===== src/inc/chr_params.svh =====
// Timing and size constants for the coax hub repeater and line coder.
`ifndef CHR_PARAMS_SVH
`define CHR_PARAMS_SVH

`define CHR_CLK_NS       25
`define CHR_CELL_NS      400
`define CHR_TXP_NS       200
`define CHR_HALF_NS      100
`define CHR_QUIET_NS     4900
`define CHR_SILENCE_NS   5500
`define CHR_CLRP_NS      150

`define CHR_CELL_CYC     (`CHR_CELL_NS / `CHR_CLK_NS)
`define CHR_TXP_CYC      ((`CHR_TXP_NS + `CHR_CLK_NS - 1) / `CHR_CLK_NS)
`define CHR_HALF_CYC     ((`CHR_HALF_NS + `CHR_CLK_NS - 1) / `CHR_CLK_NS)
`define CHR_QUIET_CYC    ((`CHR_QUIET_NS + `CHR_CLK_NS - 1) / `CHR_CLK_NS)
`define CHR_SILENCE_CYC  (`CHR_SILENCE_NS / `CHR_CLK_NS)
`define CHR_CLRP_CYC     ((`CHR_CLRP_NS + `CHR_CLK_NS - 1) / `CHR_CLK_NS)

`define CHR_EMPTY_CELLS  10
`define CHR_PORTS        8
`define CHR_CNT_W        8
`define CHR_FIFO_DEPTH   2

`endif


===== src/inc/chr_pkg.sv =====
// Types and shared helper functions for the coax hub repeater and line coder.
`include "chr_params.svh"

package chr_pkg;

   typedef logic [`CHR_CNT_W-1:0] chr_cnt_t;

   typedef enum logic [1:0] {
      HUB_IDLE,
      HUB_REPEAT,
      HUB_CLEAR
   } chr_hub_state_t;

   localparam chr_cnt_t PAIR_HALF = chr_cnt_t'(`CHR_HALF_CYC);
   localparam chr_cnt_t PAIR_LAST = chr_cnt_t'(2 * `CHR_HALF_CYC);

   // Advances a drive pulse pair; a trigger while a pair runs is ignored.
   function automatic chr_cnt_t chr_pair_step(input chr_cnt_t cnt, input logic trig);
      if (cnt != '0)
         chr_pair_step = (cnt == PAIR_LAST) ? '0 : chr_cnt_t'(cnt + 1'b1);
      else
         chr_pair_step = trig ? chr_cnt_t'(1) : '0;
   endfunction

   function automatic logic chr_pair_first(input chr_cnt_t cnt);
      chr_pair_first = (cnt != '0) && (cnt <= PAIR_HALF);
   endfunction

   function automatic logic chr_pair_second(input chr_cnt_t cnt);
      chr_pair_second = (cnt > PAIR_HALF);
   endfunction

endpackage


===== src/inc/chr_link_if.sv =====
// Link between a node controller and its coax transceiver.
`timescale 1ns/1ps

interface chr_link_if;
   logic tx_n;
   logic rx_data;

   modport dev
   (
      input  tx_n,
      output rx_data
   );

   modport node
   (
      output tx_n,
      input  rx_data
   );
endinterface


===== src/logic/chr_hub.sv =====
// Transceiver line coding and active multi-port hub repeater.
`timescale 1ns/1ps
`include "chr_params.svh"

module chr_hub
   import chr_pkg::*;
#(
   parameter int PORTS = `CHR_PORTS
)
(
   input  wire logic             CLK,                  // System clock, 40 MHz.
   input  wire logic             RESETN,               // Asynchronous reset, active low.
   chr_link_if.dev               LINK,                 // Node controller side.
   input  wire logic             DETECTED_LINE_PULSE,  // Comparator pulse from local coax.
   output logic                  DRIVE_A_N,            // Local first drive pulse.
   output logic                  DRIVE_B_N,            // Local second drive pulse.
   input  wire logic [PORTS-1:0] PORT_DETECTED_PULSE,  // Comparator pulse per hub port.
   output logic      [PORTS-1:0] PORT_TX_EN,           // Port transmitter enable.
   output logic                  HUB_DRIVE_A_N,        // Hub first drive pulse.
   output logic                  HUB_DRIVE_B_N,        // Hub second drive pulse.
   output logic                  HUB_ACTIVE            // Hub is repeating.
);

   localparam chr_cnt_t CELL_LAST    = chr_cnt_t'(`CHR_CELL_CYC - 1);
   localparam chr_cnt_t EMPTY_LAST   = chr_cnt_t'(`CHR_EMPTY_CELLS - 1);
   localparam chr_cnt_t SILENCE_LAST = chr_cnt_t'(`CHR_SILENCE_CYC - 1);
   localparam chr_cnt_t CLRP_LAST    = chr_cnt_t'(`CHR_CLRP_CYC - 1);

   // Picks the lowest numbered set bit as a one-hot word.
   function automatic logic [PORTS-1:0] lowest_port(input logic [PORTS-1:0] req);
      logic [PORTS-1:0] res;
      res = '0;
      for (int i = PORTS - 1; i >= 0; i--)
         if (req[i])
            res = '0 | (PORTS'(1) << i);
      lowest_port = res;
   endfunction

   // Local line and port pulse synchronisers and edge detect.
   logic [1:0]       line_sync;
   logic             line_prev;
   logic [PORTS-1:0] port_s1;
   logic [PORTS-1:0] port_s2;
   logic [PORTS-1:0] port_prev;
   logic             tx_prev;

   wire line_edge = line_sync[1] & ~line_prev;
   wire [PORTS-1:0] port_edge = port_s2 & ~port_prev;
   wire tx_fall = tx_prev & ~LINK.tx_n;

   always_ff @(posedge CLK or negedge RESETN)
   begin
      if (!RESETN)
      begin
         line_sync <= 2'h0;
         line_prev <= 1'b0;
         port_s1   <= '0;
         port_s2   <= '0;
         port_prev <= '0;
         tx_prev   <= 1'b1;
      end
      else
      begin
         line_sync <= {line_sync[0], DETECTED_LINE_PULSE};
         line_prev <= line_sync[1];
         port_s1   <= PORT_DETECTED_PULSE;
         port_s2   <= port_s1;
         port_prev <= port_s2;
         tx_prev   <= LINK.tx_n;
      end
   end

   // Local transmit coding: one transmit pulse becomes a drive pair.
   chr_cnt_t lp_cnt;
   wire chr_cnt_t next_lp_cnt = chr_pair_step(lp_cnt, tx_fall);

   always_ff @(posedge CLK or negedge RESETN)
   begin
      if (!RESETN)
      begin
         lp_cnt    <= '0;
         DRIVE_A_N <= 1'b1;
         DRIVE_B_N <= 1'b1;
      end
      else
      begin
         lp_cnt    <= next_lp_cnt;
         DRIVE_A_N <= ~chr_pair_first(next_lp_cnt);
         DRIVE_B_N <= ~chr_pair_second(next_lp_cnt);
      end
   end

   // Local receive conversion: a cell with a pulse reads as one.
   logic     rx_busy;
   logic     rx_seen;
   logic     rx_nrz;
   chr_cnt_t rx_cnt;
   chr_cnt_t rx_empty;

   wire cell_end = rx_busy && (rx_cnt == CELL_LAST);
   wire rx_stop  = cell_end && !rx_seen && (rx_empty == EMPTY_LAST);

   assign LINK.rx_data = rx_nrz;

   always_ff @(posedge CLK or negedge RESETN)
   begin
      if (!RESETN)
      begin
         rx_busy  <= 1'b0;
         rx_seen  <= 1'b0;
         rx_nrz   <= 1'b0;
         rx_cnt   <= '0;
         rx_empty <= '0;
      end
      else if (!rx_busy)
      begin
         if (line_edge)
         begin
            rx_busy  <= 1'b1;
            rx_seen  <= 1'b1;
            rx_cnt   <= '0;
            rx_empty <= '0;
         end
      end
      else if (cell_end)
      begin
         rx_cnt   <= '0;
         rx_nrz   <= rx_seen;
         rx_seen  <= line_edge;
         rx_empty <= rx_seen ? '0 : chr_cnt_t'(rx_empty + 1'b1);
         rx_busy  <= !rx_stop;
      end
      else
      begin
         rx_cnt <= chr_cnt_t'(rx_cnt + 1'b1);
         if (line_edge)
            rx_seen <= 1'b1;
      end
   end

   // Hub repeater.
   chr_hub_state_t   state;
   logic [PORTS-1:0] act_latch;
   chr_cnt_t         sil_cnt;
   chr_cnt_t         clr_cnt;
   chr_cnt_t         hp_cnt;

   wire [PORTS-1:0] first_port = lowest_port(port_edge);
   wire any_edge    = |port_edge;
   wire sel_pulse   = |(port_edge & act_latch);
   wire start       = (state == HUB_IDLE) && any_edge;
   wire hub_trig    = start || ((state == HUB_REPEAT) && sel_pulse);
   wire sil_expire  = (state == HUB_REPEAT) && !sel_pulse && (sil_cnt == SILENCE_LAST);
   wire chr_cnt_t next_hp_cnt = chr_pair_step(hp_cnt, hub_trig);

   always_ff @(posedge CLK or negedge RESETN)
   begin
      if (!RESETN)
      begin
         state      <= HUB_IDLE;
         act_latch  <= '0;
         PORT_TX_EN <= '0;
         HUB_ACTIVE <= 1'b0;
         sil_cnt    <= '0;
         clr_cnt    <= '0;
      end
      else
      begin
         unique case (state)
            HUB_IDLE:
            begin
               sil_cnt <= '0;
               if (start)
               begin
                  act_latch  <= first_port;
                  HUB_ACTIVE <= 1'b1;
                  PORT_TX_EN <= ~first_port;
                  state      <= HUB_REPEAT;
               end
            end
            HUB_REPEAT:
            begin
               if (sel_pulse)
                  sil_cnt <= '0;
               else
                  sil_cnt <= chr_cnt_t'(sil_cnt + 1'b1);
               if (sil_expire)
               begin
                  state   <= HUB_CLEAR;
                  clr_cnt <= '0;
               end
            end
            HUB_CLEAR:
            begin
               act_latch  <= '0;
               HUB_ACTIVE <= 1'b0;
               PORT_TX_EN <= '0;
               clr_cnt    <= chr_cnt_t'(clr_cnt + 1'b1);
               if (clr_cnt == CLRP_LAST)
                  state <= HUB_IDLE;
            end
         endcase
      end
   end

   always_ff @(posedge CLK or negedge RESETN)
   begin
      if (!RESETN)
      begin
         hp_cnt        <= '0;
         HUB_DRIVE_A_N <= 1'b1;
         HUB_DRIVE_B_N <= 1'b1;
      end
      else
      begin
         hp_cnt        <= next_hp_cnt;
         HUB_DRIVE_A_N <= ~chr_pair_first(next_hp_cnt);
         HUB_DRIVE_B_N <= ~chr_pair_second(next_hp_cnt);
      end
   end

endmodule // chr_hub


===== src/flat_wrapper.sv =====
// flat-port wrapper written by rule: the top's interface ports become plain ports
module chr_hub_flat import chr_pkg::*;
#(
   parameter int PORTS = `CHR_PORTS
)
  (CLK, RESETN, DETECTED_LINE_PULSE, DRIVE_A_N, DRIVE_B_N, PORT_DETECTED_PULSE, PORT_TX_EN, HUB_DRIVE_A_N, HUB_DRIVE_B_N, HUB_ACTIVE, LINK_tx_n, LINK_rx_data);
  chr_link_if LINK_i ();
  input  wire logic CLK;
  input  wire logic RESETN;
  input  wire logic DETECTED_LINE_PULSE;
  output logic DRIVE_A_N;
  output logic DRIVE_B_N;
  input  wire logic [PORTS-1:0] PORT_DETECTED_PULSE;
  output logic      [PORTS-1:0] PORT_TX_EN;
  output logic HUB_DRIVE_A_N;
  output logic HUB_DRIVE_B_N;
  output logic HUB_ACTIVE;
  input wire logic [$bits(LINK_i.tx_n)-1:0] LINK_tx_n;
  output wire logic [$bits(LINK_i.rx_data)-1:0] LINK_rx_data;
  assign LINK_i.tx_n = LINK_tx_n;
  assign LINK_rx_data = LINK_i.rx_data;
  chr_hub #(.PORTS(PORTS)) u_core (.CLK(CLK), .RESETN(RESETN), .LINK(LINK_i), .DETECTED_LINE_PULSE(DETECTED_LINE_PULSE), .DRIVE_A_N(DRIVE_A_N), .DRIVE_B_N(DRIVE_B_N), .PORT_DETECTED_PULSE(PORT_DETECTED_PULSE), .PORT_TX_EN(PORT_TX_EN), .HUB_DRIVE_A_N(HUB_DRIVE_A_N), .HUB_DRIVE_B_N(HUB_DRIVE_B_N), .HUB_ACTIVE(HUB_ACTIVE));
endmodule

===== config.mk =====
export PLATFORM = sky130hd
export DESIGN_NAME = chr_hub_flat
export DESIGN_NICKNAME = d
export VERILOG_FILES = /design/src/inc/chr_pkg.sv /design/src/inc/chr_link_if.sv /design/src/logic/chr_hub.sv /design/src/flat_wrapper.sv
export VERILOG_INCLUDE_DIRS = /design/src /design/src/inc
export SDC_FILE = /design/constraint.sdc
export NUM_CORES = 1
export LEC_CHECK = 0
export BUFFER_PORTS_ARGS = -buffer_cell sky130_fd_sc_hd__buf_2
export CAP_MARGIN = 20
export CORE_AREA = 2 2 95 97
export CTS_CLUSTER_DIAMETER = 200
export DETAILED_ROUTE_END_ITERATION = 10
export DIE_AREA = 0 0 97 99
export PLACE_DENSITY = 0.72
export REMOVE_ABC_BUFFERS = 1
export SLEW_MARGIN = 30
export SYNTH_ARGS = -nofsm -noshare
export SYNTH_HDL_FRONTEND = slang
export SYNTH_SLANG_ARGS = --single-unit
export TNS_END_PERCENT = 30

===== constraint.sdc =====
create_clock -name CLK -period 2.1 [get_ports CLK]
set_input_delay 0.315 -clock CLK [delete_from_list [all_inputs] [get_ports CLK]]
set_output_delay 0.315 -clock CLK [all_outputs]
set_load 0.02 [all_outputs]

Word level (Yosys, flattened, before mapping)

Index checks and enable logic that the tools add are counted.

Flip-flop bits (word level): 102
Bits of input ports: 12

Order comparisons: 4
Bitwise gates (word level): 12
Reduce and logical (&&, ||, !) cells: 29
Mux-type cells: 40
Add/subtract/negate cells: 6
Equality and inequality tests: 12

Operators by type and width:

| cell                                                | number |
|---|---|
| two-way mux 8 bit                                   | 22 |
| case mux 8 bit (2 select lines)                     | 4 |
| adder 8 x 1 -> 8 bit, second input constant         | 6 |
| equality test 8 x 4 -> 1 bit, second input constant | 4 |
| nonzero test 8 bit                                  | 4 |
| bitwise AND 8 bit                                   | 2 |
| > comparator 8 x 3 -> 1 bit, second input constant  | 2 |
| <= comparator 8 x 3 -> 1 bit, second input constant | 2 |
| inverter 8 bit                                      | 2 |
| OR reduction 8 bit                                  | 2 |
| logical AND 1 bit                                   | 9 |
| two-way mux 1 bit                                   | 9 |
| equality test 8 x 3 -> 1 bit, second input constant | 1 |
| equality test 8 bit, second input constant          | 1 |
| AND reduction 2 bit                                 | 4 |
| nonzero test 2 bit                                  | 4 |
| two-way mux 2 bit                                   | 3 |
| != test 2 x 1 -> 1 bit, second input constant       | 3 |
| inverter 1 bit                                      | 6 |
| case mux 2 bit (3 select lines)                     | 1 |
| logical NOT 1 bit                                   | 3 |
| AND reduction 3 bit                                 | 1 |
| bitwise AND 1 bit                                   | 2 |
| equality test 2 x 1 -> 1 bit, second input constant | 1 |
| 5 further kinds                                     | 5 |

Logic depth before layout (Yosys ltp)

Gate-level depths: netlist of the first run.

Word-level depth: 13
Depth in mapped cells: 9
Gate-level depth less buffers: 7

Worst setup path after synthesis of the first run

Ideal clock, no wire load.

Path type: register to register
Start: register u_core.lp_cnt[0]
End: register u_core.DRIVE_B_N
Data arrival time: 1737 ps
Data required time: 2022 ps
Clock period less this slack: 1815 ps
Path buffers: 0
Slack: 285 ps
Stages on the path, launching flop included: 8
Library setup time: 78 ps
Path through: dfrtp_1 -> inv_1 -> ha_1 -> or4b_4 -> nor3_4 -> mux2i_1 -> o21a_1 -> and3b_1

Longest elaborated chain between the ends: 5
Elaborated cells between the ends (all ways): 7
Those cells by class: add/sub: 1; order compare: 1; eq/ne: 1; mux: 2; bitwise: 1; reduce/logical: 1

RTL lines:

| element                                                              | line          | source |
|---|---|---|
| start, declared                                                      | chr_hub.sv:74 | `chr_cnt_t lp_cnt;` |
| start signal, assigned                                               | chr_hub.sv:87 | `lp_cnt <= next_lp_cnt;` |
| adder 8 x 1 -> 8 bit or equality test 8 x 4 -> 1 bit (tied branches) | chr_pkg.sv:20 | `chr_pair_step = (cnt == PAIR_LAST) ? '0 : chr_cnt_t'(cnt + 1'b1);` |
| two-way mux 8 bit                                                    | chr_pkg.sv:20 |  |
| two-way mux 8 bit (*)                                                | chr_pkg.sv:19 | `if (cnt != '0)` |
| via u_core.next_lp_cnt[0]                                            | chr_hub.sv:75 | `wire chr_cnt_t next_lp_cnt = chr_pair_step(lp_cnt, tx_fall);` |
| > comparator 8 x 3 -> 1 bit (*)                                      | chr_pkg.sv:30 | `chr_pair_second = (cnt > PAIR_HALF);` |
| inverter 1 bit (*)                                                   | chr_hub.sv:89 | `DRIVE_B_N <= ~chr_pair_second(next_lp_cnt);` |
| end signal, assigned                                                 | chr_hub.sv:89 |  |
| end, declared                                                        | chr_hub.sv:16 | `output logic DRIVE_B_N,` |

Mark *: on every way through the listed nets, which the timed path passes. The rest lies on a longest branch.
A chain may end at the register's enable or synchronous reset.

Worst setup path in the final report of the first run

Same ends and word-level chain as after synthesis.

==> results.cfg, run 1 <==
[sta]
timing.final.crit_share_pct = 95.2
layout_setup_ws_ps = 101
tightestPinTransition_ps = 637
min_period_ps = 2000
rsz0062_at_grt = yes
hold_viol = 0
fin_worst_skew_ps = 10.0
slew_violations = 0
setup_violations = 0
relSlewSlack_pct = 57.4
fmax_ghz = 0.500

[critical_path]
worstPathArrival_ps = 2290
worstSetupEndpointType = register
critPathLaunchType = register
path_class = reg -> reg
cp.required_ps = 2400
worstPathMaxFanout = 6

[placed_design]
numPortBuffers = 25
place_congestion = 0.841
placed_area_mm2 = 0.00494
dp.cells = 561
place_hpwl_mm = 5.95
dp_slack_ps = 117

[layout]
num_antenna_cells = 0
final_area_mm2 = 0.00517
drive_above_1_share_pct = 16.0
nFillCells = 697
stdcell_count = 578
synthToLayoutAreaGrowth_pct = 11.2
layout.nets = 490
fin_util_pct = 60.4

[synth]
syn_area_per_cell_um2 = 10.8
synth_warnings = 0
syn_area_mm2 = 0.00465
synth_seq_cells = 102
async_reset_ff_share_pct = 100
postSynthCellCount = 431
synth-seq-area-share_pct = 55.1
synth_ff_type = dfrtp_1
synth_edf_count = 0
ys_types = 62

[power_and_ir_drop]
power.total_mw = 5.94
seqPwrFrac_pct = 46.5
combPwrFrac_pct = 31.7
cell_internal_pwr_mw = 3.81
switching_share_pct = 35.9
p_sw_mw = 2.13
power_density_mw_per_mm2 = 1150
p_leak_nw = 2.38
ir_worst_vdd_mv = 0.887
pwr-share-clk_pct = 21.7

[clock_tree]
cts-buffers-inserted = 9
path_clk_slew_ps = 100
cts.sinks = 102
worst_skew_pair.late_latency_ps = 360
post-cts-setup-buffers = 0
clk_path_buf_depth = 2
htree_levels = 3
cts_tree = built
cts_root_buf = clkbuf_8

[global_route]
grt_max_degree = 58
grt-ovfl-total = 0
grt_pass1_wl_mm = 14.8
grt_use_met1_pct = 24.8
grt_usage_pct = 18.9
grt_pass1_vias = 3207
grt_most_used_layer = met2
met3_usage_pct = 3.12
antenna_found_initial = 0
gr-usage-met2_pct = 31.4

[route]
first_iter_violations = 137
wire_per_inst_um = 14.6
first_pass_iters = 4
wirelength_mm = 8.44
viasPerCell = 5.67
num_vias = 3279
drc_errors = 0
drt.antenna.violating_nets = 0

[die]
placementRows = 34
die_h_um = 99
die_width_um = 97
die-area_mm2 = 0.00960
ios = 26
start_util_pct = 54.3
fp.coreArea_mm2 = 0.00855

[status]
status = complete, no violations

[job]
max-cap-violations = 0

[hold_path]
min_path_type = in -> reg
-- sequential cells by signal, indices dropped and copies added (netlist names), 2 cells and up --
| signal | flops |
|---|---|
| u_core.port_prev | 8 |
| u_core.port_s1 | 8 |
| u_core.rx_cnt | 8 |
| u_core.rx_empty | 8 |
| u_core.hp_cnt | 8 |
| u_core.port_s2 | 8 |
| u_core.sil_cnt | 8 |
| u_core.state | 2 |
| u_core.PORT_TX_EN | 8 |
| u_core.line_sync | 2 |
| u_core.act_latch | 8 |
| u_core.clr_cnt | 8 |
| u_core.lp_cnt | 8 |
-- power groups by stage --
stage               Combinational [mW]  Sequential, mW  Clock, mW
floorplan                         1.18            2.87          0
global placement                  1.82            2.77          0
detailed placement                1.88            2.80          0
CTS                               1.89            2.76       1.34
global route                      2.11            2.83       1.42
finish                            1.88            2.77       1.29
-- layout by cell type (no fill, tap or decap), drive strengths merged, types with 13 or more instances in the layout --
| cell | netlist | routed |
|---|---|---|
| nand2b | 13 | 13 |
| nor2 | 26 | 26 |
| dfrtp | 97 | 97 |
| o21ai | 44 | 44 |
| and3 | 16 | 16 |
| nand2 | 31 | 31 |
| ha | 13 | 13 |
| inv | 20 | 22 |
| buf | 5 | 35 |
| nand3 | 21 | 21 |
-- synth_stat cells (all sizes together) (5+ instances only) --
library cell	count	share of area [%]
inv	20	1.6
nor3	11	1.5
nor2	26	2.1
a21oi	6	0.65
a221o	5	1.1
nor3b	7	1.1
a21o	7	1.1
nand3	21	2.4
o21ai	44	4.7
buf	5	0.65
nor2b	7	0.94
dfrtp	97	52
nand2	31	2.5
dfstp	5	2.8
and3	16	2.3
a22o	10	1.9
clkbuf	8	0.65
nand2b	13	1.9
ha	13	3.5
xnor2	11	2.1
nand3b	7	1.1
-- worst paths after layout --
| check | from | to | slack [ps] | depth (start not counted) |
|---|---|---|---|---|
| max | u_core.lp_cnt[0]$_DFF_PN0_ | u_core.DRIVE_B_N$_DFF_PN1_ | 100 | 7 |
| min | PORT_DETECTED_PULSE[3] | u_core.port_s1[3]$_DFF_PN0_ | 50 | 1 |
| max reg2reg | u_core.lp_cnt[0]$_DFF_PN0_ | u_core.DRIVE_B_N$_DFF_PN1_ | 100 | 7 |
| min reg2reg | u_core.port_s1[6]$_DFF_PN0_ | u_core.port_s2[6]$_DFF_PN0_ | 350 | 0 |
| max in group asynchronous | RESETN | u_core.HUB_DRIVE_B_N$_DFF_PN1_ | 1080 | 3 |
| min in group asynchronous | RESETN | u_core.clr_cnt[3]$_DFFE_PN0P_ | 320 | 2 |
-- metrics by stage --
step / hold WS [ps] / TNS, ps
detailed placement: 167 / 0
global placement: 167 / 0
finish: 50.8 / 0
CTS: 32.0 / 0
floorplan: 19.4 / 0
global route: 29.2 / -11.4
-- final cells by class --
cell class | count | area [um^2] | share of cell area, %
inverters | 20 | 75.1 | 1.45
repair buffers | 36 | 225 | 4.36
multi-input cells | 296 | 1960 | 37.9
clock buffers | 11 | 151 | 2.93
flip-flops and latches | 102 | 2560 | 49.5
clock inverters | 5 | 63.8 | 1.23
well taps | 108 | 135 | 2.62
-- worst max-delay path: stages (launching register included) --
cell and delay (ps):
dfrtp_1 440, inv_1 90, ha_1 140, or4b_4 470
nor3_4 180, mux2i_1 280, o21a_1 150, and3b_1 180
-- cells by family after synthesis --
logic type	Yosys count	share of synthesized area [%]
buffers and inverters	33	2.91
multiplexers	4	0.889
flip-flops	102	55.1
AO/OA/AOI/OAI	98	14.1
AND/OR/NAND/NOR	166	20.8
XOR/XNOR	15	2.83
adder cells (fa/ha/maj)	13	3.50
-- layer usage --
layer  share of wire, %  vias up
met3                2.7       14
met2                 49       46
li1                   -     1607
met5                  0        -
met1                 47     1612
met4                1.9        0
-- timing repair --
item	CTS	global route
hold buffers	1	0
gates resized for setup	0	1
hold endpoints to repair	9	0
endpoints found under the setup margin	0	5
(Power assumes the default switching activity.)
==> run 2: changes to the inputs <==
--- a/config.mk
+++ b/config.mk
@@ -10,6 +10,7 @@
 export CAP_MARGIN = 20
 export CORE_AREA = 2 2 95 97
 export CTS_CLUSTER_DIAMETER = 200
+export CTS_CLUSTER_SIZE = 10
 export DETAILED_ROUTE_END_ITERATION = 10
 export DIE_AREA = 0 0 97 99
 export PLACE_DENSITY = 0.72
==> constraint.sdc (replaced) <==
create_clock -name CLK -period 2.1 [get_ports CLK]
set_input_delay 0.42 -clock CLK [delete_from_list [all_inputs] [get_ports CLK]]
set_output_delay 0.42 -clock CLK [all_outputs]
set_load 0.05 [all_outputs]
==> results.cfg, run 2 (synthesis gave the netlist of run 1 again) <==
[clock_tree]
hold_buffers = 0
path_clk_slew_ps = 90
clk_path_buf_depth = 2
cts_tree = built
htree_levels = 3
ctsResizeCount = 0
cts.sinks = 102
cts_root_buf = clkbuf_8
post-cts-setup-buffers = 0
worst_skew_pair.late_latency_ps = 370
cts-buffers-inserted = 9

[global_route]
grt_usage_pct = 19.0
grt-ovfl-total = 0
antenna_found_initial = 0
grt_pass1_vias = 3252
grt_pass1_wl_mm = 15.0
grt_max_degree = 103

[sta]
slew_violations = 0
hold-worst-slack_ps = 105
setup_violations = 0
fin_worst_skew_ps = 9.59
min_period_ps = 1980
hold_viol = 0
rsz0062_at_grt = no
tightestPinTransition_ps = 604
relSlewSlack_pct = 59.6
fmax_ghz = 0.506
timing.final.crit_share_pct = 94.1
tns_ps = 0

[power_and_ir_drop]
p_leak_nw = 2.36
power.total_mw = 6.18
power_density_mw_per_mm2 = 1200
ir_worst_vdd_mv = 0.812

[layout]
num_antenna_cells = 0
final_cell_mix = 96 x dfrtp_1, 44 x o21ai_0, 31 x nand2_1
synthToLayoutAreaGrowth_pct = 10.6
drive_above_1_share_pct = 15.8
mostFrequentLayoutCell = dfrtp_1
layout.nets = 488

[critical_path]
critPathLaunchType = register
r2r_start = u_core.lp_cnt[0]$_DFF_PN0_
worstReg2RegEnd = u_core.DRIVE_B_N$_DFF_PN1_
rrSetupSlack_ps = 120
r2r_cells = 7
cp.required_ps = 2400
worstPathArrival_ps = 2280
worstSetupEndpointType = register
worstPathMaxFanout = 6
path_class = reg -> reg

[status]
status = complete, no violations

[route]
first_pass_iters = 4
num_vias = 3271
first_iter_violations = 137
wl_met2_mm = 4.08
highest_layer = met4
met1Wirelength_mm = 3.99
wirelength_mm = 8.40
drc_errors = 0
wire_per_inst_um = 14.6
viasPerCell = 5.68
dr_wl_met3_um = 254
drt.antenna.violating_nets = 0

[die]
start_util_pct = 54.3
die_width_um = 97
ios = 26
die_h_um = 99
fp.coreArea_mm2 = 0.00855
placementRows = 34
die-area_mm2 = 0.00960

[hold_path]
min_path_type = in -> async

[placed_design]
numPortBuffers = 25
place_hpwl_mm = 5.67
place_congestion = 0.807

[job]
max-cap-violations = 0
[run 2: cell types whose count changed in the layout (fill, tap and decap cells not counted), sizes merged]
cell         change
buf              -1
dlygate4sd3      -1
inv              +1
clkinv           -1
[run 2: through the flow]
step	cells	area (um^2)	utilization [%]	setup slack, ps
2_1_floorplan	418	4590	-	23.8
3_3_place_gp	560	4930	57.7	218
3_5_place_dp	560	4930	57.7	109
4_1_cts	576	5130	60.0	105
5_1_grt	576	5140	60.1	9.82
6_report	576	5140	60.1	125
[run 2: routing by layer]
metal  vias up  GRT usage, %
met2        46          31.1
met4         0          7.26
met5         -             0
li1       1608             -
met3         7          4.18
met1      1610          24.9
[run 2: worst max path at each step]
stage	start	to	slack (ps)	cells past startpoint
detailed placement	u_core.lp_cnt[0]$_DFF_PN0_	u_core.DRIVE_B_N$_DFF_PN1_	110	7
finish	u_core.lp_cnt[0]$_DFF_PN0_	u_core.DRIVE_B_N$_DFF_PN1_	120	7
global placement	u_core.lp_cnt[0]$_DFF_PN0_	u_core.DRIVE_B_N$_DFF_PN1_	220	7
global route	u_core.lp_cnt[0]$_DFF_PN0_	u_core.DRIVE_B_N$_DFF_PN1_	10	7
floorplan	u_core.sil_cnt[0]$_DFFE_PN0P_	u_core.clr_cnt[6]$_DFFE_PN0P_	20	6
CTS	u_core.lp_cnt[0]$_DFF_PN0_	u_core.DRIVE_B_N$_DFF_PN1_	100	7
[run 2: worst max-delay path, cell delays in order, from the launching register on]
cell,delay [ps]
dfrtp_2,450
inv_1,70
ha_1,130
or4b_4,470
nor3_4,200
mux2i_2,280
o21a_1,140
and3b_1,180
[run 2: area by class of cell]
class	instances	area (um^2)
Timing Repair Buffer	34	208
Tap cell	108	135
Fill cell	707	3410
Clock inverter	5	66.3
Sequential cell	102	2560
Inverter	20	75.1
Multi-Input combinational cell	296	1960
Clock buffer	11	131
[run 2: power by group]
group / internal (mW) / switching (mW) / leakage (nW)
Sequential: 2.40 / 0.350 / 1.27
Clock: 0.570 / 0.693 / 0.0965
Combinational: 0.772 / 1.39 / 1.00
